===== src/ssebk_pkg.sv =====
// Overview of operation
// - choose action in action field and write trigger key in the same control write; key field reads zero
// - key 0xB9 starts self-tests, 0x46 turns counter reset, 0x5A hard reset
// - position word: bit15 zero, 14 fault summary, 13 undervoltage, 12 parity, 11:0 angle
// - fault summary is one when any unmasked fault or caution bit is set
// - live undervoltage is unmasked supply-pin low or unmasked regulator low
// - parity makes the whole 16-bit position word hold an odd count of ones
// - angle is unsigned 12 bits, degrees equal value times 360 over 4096
// - bits 15:12 carry tag 1000 in condition word, 1010 in fault word
// - condition bits 9:8 show die number from nonvolatile memory, no sensing effect
// - condition bit 7 shows turning direction, 0 increasing, 1 decreasing
// - condition bit 6 shows rotation too fast for sleep entry
// - bit 5 clears on action trigger, sets on completion, clears on clear-done write
// - bit 4 sets when boot finishes, clears on clear-done write
// - bits 3, 2, 1 show logic self-test, field self-test and boot running
// - bit 0 is one only when tracking locked and start-up completed
// - fault bits stay set until read then cleared; reset flag set after power-on
// - fault bit 11 sets on unmasked caution bit, mask can suppress it
// - fault bit 10 sets when either self-test fails
// - bit 9 sets on averaging corruption, bit 8 on quadrature integrity loss
// - bit 7 sets on tracking lock loss, bit 6 on zero crossing timeout
// - bit 5 sets on multi-bit memory error at load, bit 4 on oscillator trip
// - bit 3 sets on supply-pin low and sets again after clear while low
// - writing one to clear-done clears action and boot finished bits
// - writing one to clear-fault clears only fault bits read before; reads zero
package ssebk_pkg;
   localparam logic [7:0] ADDR_CTRL = 8'h1E;
   localparam logic [7:0] ADDR_POS = 8'h20;
   localparam logic [7:0] ADDR_COND = 8'h22;
   localparam logic [7:0] ADDR_FAULT = 8'h24;
   localparam logic [7:0] KEY_SELFTEST = 8'hB9;
   localparam logic [7:0] KEY_TURNS = 8'h46;
   localparam logic [7:0] KEY_HARDRST = 8'h5A;
   localparam logic [3:0] ACT_NONE = 4'h0;
   localparam logic [3:0] ACT_TURNS = 4'h4;
   localparam logic [3:0] ACT_HARDRST = 4'h7;
   localparam logic [3:0] ACT_FIELD_ST = 4'h9;
   localparam logic [3:0] ACT_LOGIC_ST = 4'hA;
   localparam logic [3:0] ACT_BOTH_ST = 4'hB;
   localparam logic [3:0] TAG_COND = 4'h8;
   localparam logic [3:0] TAG_FAULT = 4'hA;
   localparam int CTRL_CLEAR_DONE = 10;
   localparam int CTRL_CLEAR_FAULT = 8;
   localparam int ACT_MSB = 15;
   localparam int ACT_LSB = 12;
   localparam int KEY_MSB = 7;
   localparam int KEY_LSB = 0;
   localparam int FB_CAUTION = 11;
   localparam int FB_SUPPLY = 3;
   localparam int FB_REGULATOR = 2;
   localparam logic [11:0] FAULT_RESET = 12'h001;
   localparam logic [15:0] WORD_ZERO = 16'h0000;

   typedef enum logic [1:0] {
      ACT_IDLE = 2'b00,
      ACT_RUN = 2'b01
   } ssebk_act_type;

   typedef struct packed {
      logic rd;
      logic wr;
      logic [7:0] addr;
      logic [15:0] wdata;
   } ssebk_bus_type;

   // fault events for latch bits 10 down to 1
   typedef struct packed {
      logic check_failed;
      logic averaging_fault;
      logic quadrature_integrity_fault;
      logic tracking_lock_lost;
      logic zero_cross_timeout;
      logic nvm_multibit_fault;
      logic oscillator_watchdog_trip;
      logic supply_pin_low;
      logic regulator_low;
      logic field_low;
   } ssebk_event_type;

   typedef struct packed {
      logic [11:0] angle;
      logic turning_direction;
      logic too_fast_for_sleep;
      logic tracking_locked;
      logic startup_done;
      logic boot_active;
      logic logic_selftest_active;
      logic field_selftest_active;
      logic caution_unmasked;
      logic boot_done;
      logic action_done;
      ssebk_event_type events;
   } ssebk_core_type;

   typedef struct packed {
      logic [1:0] die_number;
      logic [11:0] mask_bits;
   } ssebk_nvm_type;
endpackage : ssebk_pkg


===== src/ssebk_bank.sv =====
`timescale 1ns/1ps
module ssebk_bank (
   input wire logic mclk_i,
   input wire logic rst_i,
   input wire ssebk_pkg::ssebk_bus_type bus_i,
   input wire ssebk_pkg::ssebk_core_type core_i,
   input wire ssebk_pkg::ssebk_nvm_type nvm_i,
   output logic [15:0] rdata_o,
   output logic rvalid_o,
   output logic selftest_go_o,
   output logic [3:0] action_code_o,
   output logic turns_reset_o,
   output logic hard_reset_o,
   output logic action_busy_o
);
   import ssebk_pkg::*;

   typedef struct packed {
      ssebk_act_type act;
      logic busy;
      logic [3:0] special;
      logic action_finished;
      logic boot_finished;
      logic [11:0] fault;
      logic [11:0] seen;
      logic [15:0] rdata;
      logic rvalid;
      logic selftest_go;
      logic [3:0] action_code;
      logic turns_go;
      logic hard_go;
   } ssebk_state_type;

   ssebk_state_type st;
   ssebk_state_type next_st;

   function automatic logic key_fits(input logic [3:0] act, input logic [7:0] key);
      logic ok;
      ok = 1'b0;
      case (act)
         ACT_FIELD_ST, ACT_LOGIC_ST, ACT_BOTH_ST: ok = (key == KEY_SELFTEST);
         ACT_TURNS: ok = (key == KEY_TURNS);
         ACT_HARDRST: ok = (key == KEY_HARDRST);
         default: ok = 1'b0;
      endcase
      return ok;
   endfunction : key_fits

   function automatic logic odd_fill(input logic [14:0] bits);
      return ~(^bits);
   endfunction : odd_fill

   // action field and trigger key always arrive in one control write
   function automatic logic [3:0] act_of(input logic [15:0] w);
      return w[ACT_MSB:ACT_LSB];
   endfunction : act_of

   function automatic logic [7:0] key_of(input logic [15:0] w);
      return w[KEY_MSB:KEY_LSB];
   endfunction : key_of

   logic any_fault_flag;
   logic supply_low_now;
   logic wr_ctrl;
   logic trigger;
   logic clear_done_bits;
   logic clear_fault;
   logic [11:0] fault_set;
   logic [15:0] position_reading;
   logic [15:0] device_condition;
   logic [15:0] fault_word;

   // summary covers latched faults plus live caution state
   assign any_fault_flag = (|(st.fault & ~nvm_i.mask_bits)) | core_i.caution_unmasked;
   assign supply_low_now = (core_i.events.supply_pin_low & ~nvm_i.mask_bits[FB_SUPPLY])
      | (core_i.events.regulator_low & ~nvm_i.mask_bits[FB_REGULATOR]);
   assign position_reading = {1'b0, any_fault_flag, supply_low_now,
      odd_fill({any_fault_flag, supply_low_now, core_i.angle}), core_i.angle};
   assign device_condition = {TAG_COND, 2'b00, nvm_i.die_number,
      core_i.turning_direction, core_i.too_fast_for_sleep,
      st.action_finished, st.boot_finished,
      core_i.logic_selftest_active, core_i.field_selftest_active, core_i.boot_active,
      core_i.tracking_locked & core_i.startup_done};
   assign fault_word = {TAG_FAULT, st.fault};

   assign wr_ctrl = bus_i.wr && (bus_i.addr == ADDR_CTRL);
   assign trigger = wr_ctrl && (st.act == ACT_IDLE)
      && key_fits(act_of(bus_i.wdata), key_of(bus_i.wdata));
   assign clear_done_bits = wr_ctrl && bus_i.wdata[CTRL_CLEAR_DONE];
   assign clear_fault = wr_ctrl && bus_i.wdata[CTRL_CLEAR_FAULT];
   assign fault_set = {core_i.caution_unmasked & ~nvm_i.mask_bits[FB_CAUTION],
      core_i.events, 1'b0};

   always_comb begin
      next_st = st;
      next_st.rvalid = 1'b0;
      next_st.selftest_go = 1'b0;
      next_st.turns_go = 1'b0;
      next_st.hard_go = 1'b0;
      // reads only pick up the word; the seen mask is hidden bookkeeping
      if (bus_i.rd && !bus_i.wr) begin
         next_st.rvalid = 1'b1;
         case (bus_i.addr)
            ADDR_CTRL: next_st.rdata = {st.special, 12'h000};
            ADDR_POS: next_st.rdata = position_reading;
            ADDR_COND: next_st.rdata = device_condition;
            ADDR_FAULT: begin
               next_st.rdata = fault_word;
               next_st.seen = st.seen | st.fault;
            end
            default: next_st.rdata = WORD_ZERO;
         endcase
      end
      if (wr_ctrl) begin
         next_st.special = act_of(bus_i.wdata);
      end
      // fault bits: clear only what was read, and a new event wins
      if (clear_fault) begin
         next_st.seen = '0;
         next_st.fault = (st.fault & ~st.seen) | fault_set;
      end else begin
         next_st.fault = st.fault | fault_set;
      end
      if (clear_done_bits) begin
         next_st.action_finished = 1'b0;
         next_st.boot_finished = 1'b0;
      end
      if (core_i.boot_done) begin
         next_st.boot_finished = 1'b1;
      end
      case (st.act)
         ACT_IDLE: begin
            if (trigger) begin
               next_st.act = ACT_RUN;
               next_st.busy = 1'b1;
               next_st.action_finished = 1'b0;
               next_st.action_code = act_of(bus_i.wdata);
               next_st.selftest_go = (key_of(bus_i.wdata) == KEY_SELFTEST);
               next_st.turns_go = (key_of(bus_i.wdata) == KEY_TURNS);
               next_st.hard_go = (key_of(bus_i.wdata) == KEY_HARDRST);
            end
         end
         ACT_RUN: begin
            // completion beats a same-cycle clear-done
            if (core_i.action_done) begin
               next_st.act = ACT_IDLE;
               next_st.busy = 1'b0;
               next_st.action_finished = 1'b1;
               next_st.special = ACT_NONE;
            end
         end
         default: begin
            next_st.act = ACT_IDLE;
            next_st.busy = 1'b0;
         end
      endcase
   end

   always_ff @(posedge mclk_i) begin
      if (rst_i) begin
         st <= '{act: ACT_IDLE, special: ACT_NONE, fault: FAULT_RESET, default: '0};
      end else begin
         st <= next_st;
      end
   end

   assign rdata_o = st.rdata;
   assign rvalid_o = st.rvalid;
   assign selftest_go_o = st.selftest_go;
   assign action_code_o = st.action_code;
   assign turns_reset_o = st.turns_go;
   assign hard_reset_o = st.hard_go;
   // busy is its own flop so the pin never shows a decode glitch
   assign action_busy_o = st.busy;
endmodule : ssebk_bank


===== config.mk =====
export PLATFORM = sky130hd
export DESIGN_NAME = ssebk_bank
export DESIGN_NICKNAME = d
export VERILOG_FILES = /design/src/ssebk_pkg.sv /design/src/ssebk_bank.sv
export SDC_FILE = /design/constraint.sdc
export NUM_CORES = 1
export LEC_CHECK = 0
export BUFFER_PORTS_ARGS = -buffer_cell sky130_fd_sc_hd__buf_2
export CORE_UTILIZATION = 53
export DETAILED_ROUTE_END_ITERATION = 6
export GPL_TIMING_DRIVEN = 1
export PLACE_DENSITY = 0.85
export SKIP_CTS_REPAIR_TIMING = 1
export SYNTH_ARGS = -nofsm -noshare
export SYNTH_HDL_FRONTEND = slang
export SYNTH_SLANG_ARGS = --single-unit
export TNS_END_PERCENT = 100

===== constraint.sdc =====
create_clock -name mclk_i -period 3.5 [get_ports mclk_i]
set_input_delay 0.525 -clock mclk_i [delete_from_list [all_inputs] [get_ports mclk_i]]
set_output_delay 0.525 -clock mclk_i [all_outputs]
set_load 0.01 [all_outputs]

# Yosys cells after proc, flatten, opt, wreduce, memory -nomap -nowiden
# Cells that the tools add are included.
[op_classes]
n_eq_ne = 15
mux = 13
n_bitwise = 19
n_reduce_logical = 17
[ops]
columns = ["operator", "n"]
rows = [
  ["case mux 16 bit (4 select lines)", 1],
  ["bitwise OR 12 bit", 3],
  ["AND 12 bit", 2],
  ["== test 8 x 6 -> 1 bit, second input constant", 3],
  ["inverter 12 bit", 2],
  ["== test 8 x 7 -> 1 bit, second input constant", 2],
  ["parity 15 bit", 1],
  ["== test 4 bit, second input constant", 3],
  ["2-to-1 mux 12 bit", 1],
  ["OR reduction 12 bit", 1],
  ["== test 4 x 3 -> 1 bit, second input constant", 2],
  ["== test 8 x 5 -> 1 bit, second input constant", 1],
  ["== test 8 bit, second input constant", 1],
  ["2-to-1 mux 4 bit", 2],
  ["2-to-1 mux 8 bit", 1],
  ["logical AND 1 bit", 6],
  ["inverter 1 bit", 6],
  ["case mux 3 bit (2 select lines)", 1],
  ["AND reduction 2 bit", 3],
  ["OR reduction 3 bit", 2],
  ["AND 1 bit", 4],
  ["!= test 2 bit, second input constant", 2],
  ["2-to-1 mux 1 bit", 3],
  ["2-to-1 mux 3 bit", 1],
  ["other kinds (9)", 10],
]
[totals]
ff_bits = 57
inputBits = 74
output_inout_bits = 25
word_cells = 77

# Logic depth before layout (Yosys ltp)
# Gate-level depths: netlist of run 1.
[depth]
ltp_word = 7
mapped_depth = 9
depth_no_buf = 6

# Least setup slack after synthesis of run 1
# OpenSTA, ideal clock, no wires.
[synth_path]
kind = "input to register"
startpoint = "input bus_i[0] (netlist bit)"
endpoint = "register st (netlist bit turns_reset_o)"
setup_time_ns = 0.059
t_arrival_ns = 2.114
required_time_ns = 3.441
slack_ns = 1.327
stages = 7
path_buffers = 1
cell_sequence = "or4bb_1 nor4b_1 a32oi_1 or3_1 buf_6 nor4_2 and2_1"
[synth_between]
elab_chain_len = 5
elab_cells_between_ends = 7
cone_classes = "3 x eq/ne; 1 x mux; 1 x bitwise; 2 x reduce/logical"
[synth_rtl]
columns = ["element", "line", "source"]
rows = [
  ["start, declared", "ssebk_bank.sv:5", "input wire ssebk_pkg::ssebk_bus_type bus_i,"],
  ["== test 8 x 7 -> 1 bit (tied with other cells)", "ssebk_bank.sv:43", "ACT_HARDRST: ok = (key == KEY_HARDRST);"],
  ["case mux 1 bit (3 select lines)", "ssebk_bank.sv:40", "case (act)"],
  ["logical AND 1 bit", "ssebk_bank.sv:88", "&& key_fits(act_of(bus_i.wdata), key_of(bus_i.wdata));"],
  ["inverter 1 bit (no line)", "-", ""],
  ["OR reduction 3 bit (no line)", "-", ""],
  ["end signal, assigned", "ssebk_bank.sv:163", "st <= next_st;"],
  ["end, declared", "ssebk_bank.sv:34", "ssebk_state_type st;"],
]
# Several ways; a longest one is shown, not always the timed one.
# A chain may end at the register's enable or synchronous reset.

# Worst setup path in the final report of run 1
[layout_path]
startpoint = "input bus_i[18] (netlist bit)"
endpoint = "register st (netlist bit turns_reset_o)"
[layout_between]
elab_chain_len = 6
[layout_rtl]
columns = ["element", "line", "source"]
rows = [
  ["== test 8 x 5 -> 1 bit", "ssebk_bank.sv:86", "assign wr_ctrl = bus_i.wr && (bus_i.addr == ADDR_CTRL);"],
  ["logical AND 1 bit", "ssebk_bank.sv:86", ""],
  ["logical AND 1 bit", "ssebk_bank.sv:87", "assign trigger = wr_ctrl && (st.act == ACT_IDLE)"],
  ["logical AND 1 bit", "ssebk_bank.sv:88", ""],
  ["inverter 1 bit (no line)", "-", ""],
  ["OR reduction 3 bit (no line)", "-", ""],
]
# No other way between the ends.

==> flow_metrics.env, run 1 <==
export IMPL_outcome="completed"
export IMPL_gp_congestion=0.845
export IMPL_die_w_um=72.7
export IMPL_period_share_pct=67.2
export IMPL_synth_area_leader_cell="dfxtp_1"
export IMPL_hold_slack_ps=399
export IMPL_ys_seq_area_share_pct=41.6
export IMPL_h_tree_depth=2
export IMPL_core_region_area_mm2=0.00475
export IMPL_synth_top_area_share_pct=41.6
export IMPL_clock_skew_ps=7.36
export IMPL_switching_power_mw=0.324
export IMPL_final_core_util_pct=64.8
export IMPL_pwr_share_clk_pct=31.6
export IMPL_grt_max_degree=41
export IMPL_wire_per_inst_um=14.3
export IMPL_synth_cell_types=45
export IMPL_antenna_found_initial=0
export IMPL_drt_iter0_markers=171
export IMPL_path_clk_slew_ps=110
export IMPL_finalHoldViolCount=0
export IMPL_power_mw=1.19
export IMPL_netlist_area_mm2=0.00265
export IMPL_powerDensity_mw_per_mm2=388
export IMPL_rsz0062_at_grt="false"
export IMPL_fin_nets=461
export IMPL_cts_path_max_buffers=2
export IMPL_fin_crit_ps=2350
export IMPL_drcViolationCount=0
export IMPL_vdd_drop_max_uv=227
export IMPL_grt_pass1_wl_mm=10.2
export IMPL_hold_path_class="input pin to flop"
export IMPL_synth_ff_type="dfxtp_1"
export IMPL_crit_type="input pin to flop"
export IMPL_crit_slowest_cell="or3_1"
export IMPL_fmax_ghz=0.425
export IMPL_clk_latency_ps=320
export IMPL_synth_edff_count=0
export IMPL_end_kind="flop"
export IMPL_internal_power_mw=0.869
export IMPL_tightest_slew_ps=748
export IMPL_setup_tns_ps=0
export IMPL_crit_chain="buf_2 -> nand4_1 -> nor3_1 -> buf_4 -> nand2_1 -> or3_1 -> nor4_2 -> and2_1"
export IMPL_cap_violations=0
export IMPL_drive_gt1_share_pct=29.1
export IMPL_synth_top_cells_by_area="dfxtp_1 42%, a21oi_1 6.4%, nor2_1 6.4%"
export IMPL_crit_fanout=19
export IMPL_first_pass_iters=4
export IMPL_clock_sinks=55
export IMPL_p_leak_nw=1.38
export IMPL_seq_power_share_pct=54.6
export IMPL_overflow=0
export IMPL_power_frac_comb_pct=13.8
export IMPL_synthArstFlopShare_pct=0
export IMPL_grt_use_total_pct=25.1
export IMPL_vias_per_cell=5.35
export IMPL_io_pins=99
export IMPL_dp_hpwl_mm=4.82
export IMPL_die_area_mm2=0.00528
export IMPL_yosys_warnings=0
export IMPL_drv_slew=0
export IMPL_syn2layout_area_growth_pct=16.3
export IMPL_diodes=0
export IMPL_finalSetupViolCount=0
export IMPL_arrival_ps=2630
export IMPL_final_area_mm2=0.00308
export IMPL_vias=2435
export IMPL_ant_nets=0
export IMPL_cp_required_ps=3780
export IMPL_avgSynthCellArea_um2=8.25
export IMPL_cts_buffers=5
export IMPL_ys_ff_latch=55
export IMPL_relSlewSlack_pct=50.2
export IMPL_routed_wl_mm=6.52
export IMPL_placementRows=25
export IMPL_ys_top_cells_by_count="55 x dfxtp_1, 45 x nor2_1, 34 x a21oi_1"
export IMPL_cts_root_buffer="clkbuf_8"
export IMPL_yosysMostFrequentCell="dfxtp_1"
export IMPL_grt_pass1_vias=2249
export IMPL_start_util_pct=55.7
export IMPL_syn_num_nets=395
export IMPL_placed_area_mm2=0.00298
export IMPL_critPathLaunchType="input pin"
export IMPL_syn_inst=321
export IMPL_power_share_switching_pct=27.2
export IMPL_cts_tree="done"
export IMPL_port_buffers=96
export IMPL_max_stage_delay_ps=540
export IMPL_die_y_um=72.7
cells in the final DEF (no fill, tap or decap), types with 2 or more instances in the layout:
master / synthesis / final
dfxtp_1: 55 / 55
mux2_2: 2 / 2
xnor2_1: 11 / 11
a22oi_1: 10 / 10
nand2b_1: 2 / 2
or3_1: 2 / 2
nand2_1: 32 / 32
and2_1: 2 / 2
and3_1: 2 / 2
clkbuf_8: 0 / 5
a21o_1: 2 / 2
nor2b_1: 3 / 3
o22ai_1: 3 / 3
nor3b_1: 2 / 2
mux2i_1: 14 / 14
nor3_1: 5 / 5
a21oi_1: 34 / 34
nand3_1: 10 / 10
buf_2: 3 / 96
inv_1: 12 / 12
nor2_1: 45 / 45
a221oi_1: 2 / 2
o21ai_0: 14 / 14
worst max-delay path: cells and delay by family:
| kind | cells | cell delay, ps |
|---|---|---|
| buffers and inverters | 2 | 590 |
| and+or+nand+nor | 6 | 1500 |
through the flow:
step                worst slack, ps  std cells
floorplan                      1330        321
global route                    943        455
global placement                979        447
finish                         1150        455
CTS                            1160        455
detailed placement              905        447
final cells by class:
class / instances / area (um^2)
clock buffers: 5 / 68.8
clock inverters: 3 / 27.5
fillers: 430 / 1670
inverters: 12 / 45.0
multi-input cells: 216 / 1270
flip-flops and latches: 55 / 1100
well taps: 67 / 83.8
repair buffers: 97 / 488
path summary, 6_finish.rpt:
check           startpoint       endpoint  slack (ps)  cells after the start
max              bus_i[18]  turns_reset_o        1150                      8
min              core_i[6]  fault_word[7]         400                      3
max reg2reg  fault_word[4]    rdata_o[12]        1620                      6
min reg2reg    rdata_o[10]    rdata_o[10]         460                      2
cell families after synthesis:
logic type / share of synthesized area (%)
AOI/OAI and AO/OA: 16.7
muxes: 6.14
DFF: 41.6
and+or+nand+nor: 20.2
xor gates and xnor gates: 4.82
buffers and inverters: 10.6
sequential cells by signal, summed over array words and instances, names as in the netlist:
signal / cells
st: 17
rdata_o: 16
fault_word: 12
action_code_o: 4
device_condition: 2
hard_reset_o: 1
rvalid_o: 1
selftest_go_o: 1
turns_reset_o: 1
layer usage:
metal / track usage, % / vias up / share of wire (%)
li1: - / 1210 / -
met1: 30.8 / 1135 / 42
met2: 42.8 / 82 / 51
met3: 5.25 / 8 / 6.2
met4: 10.2 / 0 / 1.4
met5: 0 / - / 0
power by group through the flow:
stage          registers [mW]  clock network [mW]  logic, mW
5_1_grt                 0.653               0.405      0.179
6_report                0.652               0.378      0.164
2_1_floorplan           0.660                   0      0.102
4_1_cts                 0.651               0.381      0.164
3_5_place_dp            0.666                   0      0.162
3_3_place_gp            0.665                   0      0.159
(Power assumes the default switching activity.)
==> inputs of run 2 (changes only) <==
--- a/config.mk
+++ b/config.mk
@@ -6,10 +6,10 @@
 export NUM_CORES = 1
 export LEC_CHECK = 0
 export BUFFER_PORTS_ARGS = -buffer_cell sky130_fd_sc_hd__buf_2
-export CORE_UTILIZATION = 53
+export CORE_UTILIZATION = 49
 export DETAILED_ROUTE_END_ITERATION = 6
 export GPL_TIMING_DRIVEN = 1
-export PLACE_DENSITY = 0.85
+export PLACE_DENSITY = 0.8
 export SKIP_CTS_REPAIR_TIMING = 1
 export SYNTH_ARGS = -nofsm -noshare
 export SYNTH_HDL_FRONTEND = slang
==> constraint.sdc (replaced) <==
create_clock -name mclk_i -period 2.3 [get_ports mclk_i]
set_input_delay 0.345 -clock mclk_i [delete_from_list [all_inputs] [get_ports mclk_i]]
set_output_delay 0.345 -clock mclk_i [all_outputs]
set_load 0.01 [all_outputs]
==> run 2 against run 1 <==
Worst hold slack worse by 170 ps; routed wire length fell by 4.2%; register-to-register slack lost 1200 ps; utilization decreased by 3.4 points; critical path depth decreased by 1; via count grew 0.66%; combinational power grew 57%; non-clock buffer count is 11 higher; sequential power rose by 52%; sequential share of layout area shrank 1.1 points; cell count grew 3.1%; largest cell class unchanged; highest routed layer unchanged.
==> flow_metrics.env, run 2 (synthesized netlist as in run 1, its figures left out) <==
export IMPL_cts_tree="done"
export IMPL_r2r_end="rdata_o[12]"
export IMPL_cap_violations=0
export IMPL_fill_cells=458
export IMPL_grt_pass1_vias=2073
export IMPL_hold_path_end="fault_word[8]"
export IMPL_die_area_mm2=0.00570
export IMPL_vias_per_cell=5.23
export IMPL_rsz0062_at_grt="false"
export IMPL_diodes=0
export IMPL_cts_path_max_buffers=2
export IMPL_finalSetupViolCount=0
export IMPL_ff2ff_path_depth=6
export IMPL_grt_pass1_wl_mm=9.64
export IMPL_routed_wl_mm=6.25
export IMPL_drive_gt1_share_pct=31.1
export IMPL_wire_per_inst_um=13.3
export IMPL_power_mw=1.79
export IMPL_outcome="completed"
export IMPL_seq_area_mm2=0.00110
export IMPL_clk_latency_ps=310
export IMPL_syn2layout_area_growth_pct=19.9
export IMPL_cp_required_ps=2550
export IMPL_drcViolationCount=0
export IMPL_seq_power_share_pct=55.3
export IMPL_path_clk_slew_ps=100
export IMPL_crit_type="input pin to flop"
export IMPL_regMostFlops="st"
export IMPL_vias=2451
export IMPL_hold_path_startpoint="core_i[7]"
export IMPL_fin_nets=472
export IMPL_drv_slew=0
export IMPL_cts_root_buffer="clkbuf_8"
export IMPL_grt_use_total_pct=22.5
export IMPL_end_kind="flop"
export IMPL_power_share_switching_pct=26.2
export IMPL_largest_reg_flops=17
export IMPL_io_pins=99
export IMPL_tightest_slew_ps=642
export IMPL_mostFrequentLayoutCells="96 x buf_2, 55 x dfxtp_1, 45 x nor2_1"
export IMPL_antenna_found_initial=0
export IMPL_finalHoldViolCount=0
export IMPL_start_util_pct=51.2
export IMPL_core_region_area_mm2=0.00517
export IMPL_first_pass_iters=5
export IMPL_ant_nets=0
export IMPL_die_w_um=75.5
export IMPL_hold_path_class="input pin to flop"
export IMPL_port_buffers=96
export IMPL_h_tree_depth=2
export IMPL_die_y_um=75.5
export IMPL_drt_iter0_markers=125
export IMPL_dp_hpwl_mm=4.88
export IMPL_period_share_pct=88.2
export IMPL_vdd_drop_max_uv=311
export IMPL_pwr_share_clk_pct=30.3
export IMPL_cts_buffers=5
export IMPL_ff2ff_setup_slack_ps=420
export IMPL_power_frac_comb_pct=14.3
export IMPL_crit_fanout=7
export IMPL_multiInputGateArea_mm2=0.00127
export IMPL_internal_power_mw=1.32
export IMPL_arrival_ps=2280
export IMPL_final_core_util_pct=61.4
export IMPL_r2r_start="fault_word[4]"
export IMPL_min_path_cells=3
export IMPL_switching_power_mw=0.470
export IMPL_p_leak_nw=1.44
export IMPL_placementRows=26
export IMPL_overflow=0
export IMPL_powerDensity_mw_per_mm2=564
export IMPL_clock_skew_ps=7.33
export IMPL_gp_congestion=0.852
export IMPL_fin_crit_ps=2030
export IMPL_grt_max_degree=28
export IMPL_relSlewSlack_pct=57.2
export IMPL_critPathLaunchType="input pin"
export IMPL_final_common_cell="buf_2"
export IMPL_fmax_ghz=0.493
export IMPL_clock_sinks=55
==> run 2: routing by layer <==
layer / GRT usage [%] / vias up / share of wire, %
met2: 37.2 / 81 / 49
met1: 28.6 / 1129 / 43
li1: - / 1229 / -
met3: 5.29 / 12 / 5.9
met5: 0 / - / 0
met4: 8.44 / 0 / 2.1
==> run 2: metrics by stage <==
step / cell area [um^2] / hold slack (ps) / setup WS [ps] / setup TNS (ps) / instances
final: 3180 / 231 / 272 / 0 / 469
after global routing: 3180 / 231 / 147 / 0 / 469
after CTS: 3180 / 229 / 281 / 0 / 469
after detailed placement: 3080 / 445 / -34.3 / -48.6 / 461
after global placement: 3080 / 436 / 59.8 / 0 / 461
after floorplan: 2650 / 429 / 307 / 0 / 321
==> run 2: worst max-delay path by stage <==
stage              from             to  slack, ps  cells past startpoint
4_1_cts        bus_i[0]  turns_reset_o        280                      7
6_report       bus_i[0]  turns_reset_o        270                      7
2_1_floorplan  bus_i[0]  turns_reset_o        310                      7
3_5_place_dp   bus_i[0]  turns_reset_o        -30                      7
3_3_place_gp   bus_i[0]  turns_reset_o         60                      7
5_1_grt        bus_i[0]  turns_reset_o        150                      7
==> run 2: power by group through the flow <==
stage / sequential [mW] / combinational (mW) / clock [mW]
2_1_floorplan: 1.00 / 0.155 / 0
3_3_place_gp: 1.01 / 0.251 / 0
3_5_place_dp: 1.01 / 0.256 / 0
4_1_cts: 0.990 / 0.257 / 0.556
5_1_grt: 0.994 / 0.281 / 0.598
6_report: 0.991 / 0.257 / 0.544
==> run 2: critical path: stages <==
cell and delay (ps):
buf_2 100, or4bb_1 540, nor4b_1 300, a32oi_1 120, or3_1 490, nor4_2 210
and2_1 160
==> run 2: final cells by class <==
class                           count  area share [%]
Tap cell                           70            2.76
Sequential cell                    55            34.7
Clock inverter                      3           0.788
Clock buffer                        5            2.17
Inverter                           12            1.42
Timing Repair Buffer              108            18.4
Multi-Input combinational cell    216            39.9
==> inputs of run 3 (changes only) <==
--- a/config.mk
+++ b/config.mk
@@ -5,11 +5,13 @@
 export SDC_FILE = /design/constraint.sdc
 export NUM_CORES = 1
 export LEC_CHECK = 0
+export ABC_AREA = 1
 export BUFFER_PORTS_ARGS = -buffer_cell sky130_fd_sc_hd__buf_2
-export CORE_UTILIZATION = 49
+export CAP_MARGIN = 40
+export CORE_UTILIZATION = 50
 export DETAILED_ROUTE_END_ITERATION = 6
 export GPL_TIMING_DRIVEN = 1
-export PLACE_DENSITY = 0.8
+export PLACE_DENSITY = 0.79
 export SKIP_CTS_REPAIR_TIMING = 1
 export SYNTH_ARGS = -nofsm -noshare
 export SYNTH_HDL_FRONTEND = slang
==> run 3 against run 2 <==
Design area is 9.5% higher; sequential share of layout area is 3.0 points lower; clock-buffer cell count increased by 1; setup slack gained 490 ps; non-clock buffer count fell by 5; first-iteration DRC count increased by 30%; maximum frequency up 32%; die area is 8.5% higher; critical endpoint is now selftest_go_o; largest power group unchanged; highest routed layer unchanged.
==> flow_metrics.env, run 3 <==
export IMPL_critPathLaunchType="input pin"
export IMPL_overflow=0
export IMPL_crit_type="input pin to flop"
export IMPL_synth_area_leader_cell="dfxtp_1"
export IMPL_fin_nets=597
export IMPL_yosysMostFrequentCell="nand2_1"
export IMPL_grt_busiest_layer="met2"
export IMPL_end_kind="flop"
export IMPL_antenna_found_initial=0
export IMPL_grtUsageMet1_pct=32.5
export IMPL_yosys_warnings=0
export IMPL_synth_top_cells_by_area="dfxtp_1 37%, nand2_1 17%, a21oi_1 7.7%"
export IMPL_ant_nets=0
export IMPL_die_y_um=78.7
export IMPL_cts_tree="done"
export IMPL_h_tree_depth=2
export IMPL_netlist_area_mm2=0.00294
export IMPL_r2r_end="rdata_o[12]"
export IMPL_die_w_um=78.7
export IMPL_grt_pass1_wl_mm=12.2
export IMPL_grtUsageMet3_pct=5.23
export IMPL_grt_max_degree=35
export IMPL_ff2ff_path_depth=12
export IMPL_cts_path_max_buffers=2
export IMPL_path_clk_slew_ps=100
export IMPL_largest_reg_flops=17
export IMPL_syn_inst=444
export IMPL_fin_crit_ps=1540
export IMPL_diodes=0
export IMPL_syn2layout_area_growth_pct=18.4
export IMPL_placedCellCount=588
export IMPL_vias=3001
export IMPL_drv_slew=0
export IMPL_r2r_start="fault_word[7]"
export IMPL_fmax_ghz=0.649
export IMPL_vdd_drop_max_uv=386
export IMPL_synth_edff_count=0
export IMPL_grt_pass1_vias=2724
export IMPL_synth_cell_types=34
export IMPL_die_area_mm2=0.00619
export IMPL_finalHoldViolCount=0
export IMPL_tightest_slew_ps=460
export IMPL_mostFrequentLayoutCells="136 x nand2_1, 96 x buf_2, 55 x dfxtp_1"
export IMPL_grt_use_total_pct=25.5
export IMPL_port_buffers=96
export IMPL_final_cells=596
export IMPL_syn_num_nets=518
export IMPL_start_util_pct=52.7
export IMPL_p_leak_nw=1.72
export IMPL_arrival_ps=1780
export IMPL_ff2ff_setup_slack_ps=780
export IMPL_crit_path_end="selftest_go_o"
export IMPL_ys_seq_area_share_pct=37.5
export IMPL_synthArstFlopShare_pct=0
export IMPL_core_region_area_mm2=0.00557
export IMPL_cts_root_buffer="clkbuf_8"
export IMPL_relSlewSlack_pct=69.2
export IMPL_layout_setup_ws_ps=759
export IMPL_cp_required_ps=2540
export IMPL_outcome="completed"
export IMPL_crit_start="bus_i[23]"
export IMPL_clk_latency_ps=320
export IMPL_final_common_cell="nand2_1"
export IMPL_vias_per_cell=5.04
export IMPL_cap_violations=0
export IMPL_period_share_pct=67.0
export IMPL_ys_top_cells_by_count="136 x nand2_1, 55 x dfxtp_1, 53 x inv_1"
export IMPL_hold_path_class="input pin to flop"
export IMPL_regMostFlops="st"
export IMPL_place_ws_ps=419
export IMPL_drcViolationCount=0
export IMPL_clock_skew_ps=9.49
export IMPL_gp_congestion=0.908
export IMPL_first_pass_iters=4
export IMPL_ys_ff_latch=55
export IMPL_cts_buffers=5
export IMPL_powerDensity_mw_per_mm2=547
export IMPL_clock_sinks=55
export IMPL_setup_tns_ps=0
export IMPL_avgSynthCellArea_um2=6.62
export IMPL_drt_iter0_markers=162
export IMPL_finalSetupViolCount=0
export IMPL_synth_top_area_share_pct=37.5
export IMPL_routed_wl_mm=7.37
export IMPL_rsz0062_at_grt="false"
export IMPL_io_pins=99
export IMPL_use_met2_pct=42.1
export IMPL_placementRows=27
export IMPL_wire_per_inst_um=12.4
export IMPL_dp_hpwl_mm=5.52
export IMPL_crit_fanout=7
export IMPL_synth_ff_type="dfxtp_1"
export IMPL_drive_gt1_share_pct=24.0
[run 3: cell count changes after synthesis, sizes merged, moves of 5 or more]
| cell | change |
|---|---|
| nor2 | -14 |
| inv | +44 |
| mux2i | -14 |
| nand2 | +107 |
| clkbuf | -6 |
| nand3 | +26 |
| nor3 | +5 |
| a22oi | -10 |
| xnor2 | -7 |
| a21oi | +11 |
[run 3: final cells by class]
class | count | area, um^2
clock inverters | 2 | 35.0
multi-input cells | 299 | 1420
clock buffers | 6 | 82.6
repair buffers | 103 | 533
fillers | 540 | 2090
flip-flops and latches | 55 | 1100
well taps | 72 | 90.1
inverters | 59 | 223
[run 3: power breakdown]
part           switching (mW)  internal, mW
Combinational           0.142        0.0984
Clock                   0.324         0.353
Sequential             0.0187         0.969
[run 3: worst min path at each step]
stage                     slack, ps      to       start  depth (start not counted)
after floorplan                 430  st[28]      st[28]                          2
after global placement          440  st[29]      st[29]                          2
after detailed placement        450  st[30]      st[30]                          2
after CTS                       230  st[55]  core_i[10]                          2
after global routing            240  st[55]  core_i[10]                          2
final                           220  st[55]  core_i[10]                          2
[run 3: worst max-delay path: stages]
cell      delay (ps)
buf_2             90
or2_4            250
nor2_1           120
nand2_2          120
nor2_4           200
inv_2            110
nor2_4            90
nand2_2          110
clkinv_2         100
nand2_2           80
nor3_1           160
[run 3: per-layer routing]
layer  share of wire (%)  up-vias
met4                 1.6        0
li1                    -     1546
met2                  47       98
met1                  45     1349
met5                   0        -
met3                 6.4        8
[run 3: through the flow]
stage	instance area (um^2)	power, mW	util, %	hold WS [ps]
4_1_cts	3480	1.91	62.4	226
6_report	3480	1.90	62.4	224
3_5_place_dp	3360	1.25	60.3	445
5_1_grt	3480	1.99	62.4	240
3_3_place_gp	3360	1.24	60.3	438
2_1_floorplan	2940	1.13	-	430
[run 3: logic make-up (layout without fill, tap and decap cells)]
kind of cell	after synthesis	count (layout)	synth area share (%)
simple gates	223	223	32.9
buf+inv	90	170	14.4
compound gates	68	68	12.9
flops	55	55	37.5
xor+xnor	8	8	2.38
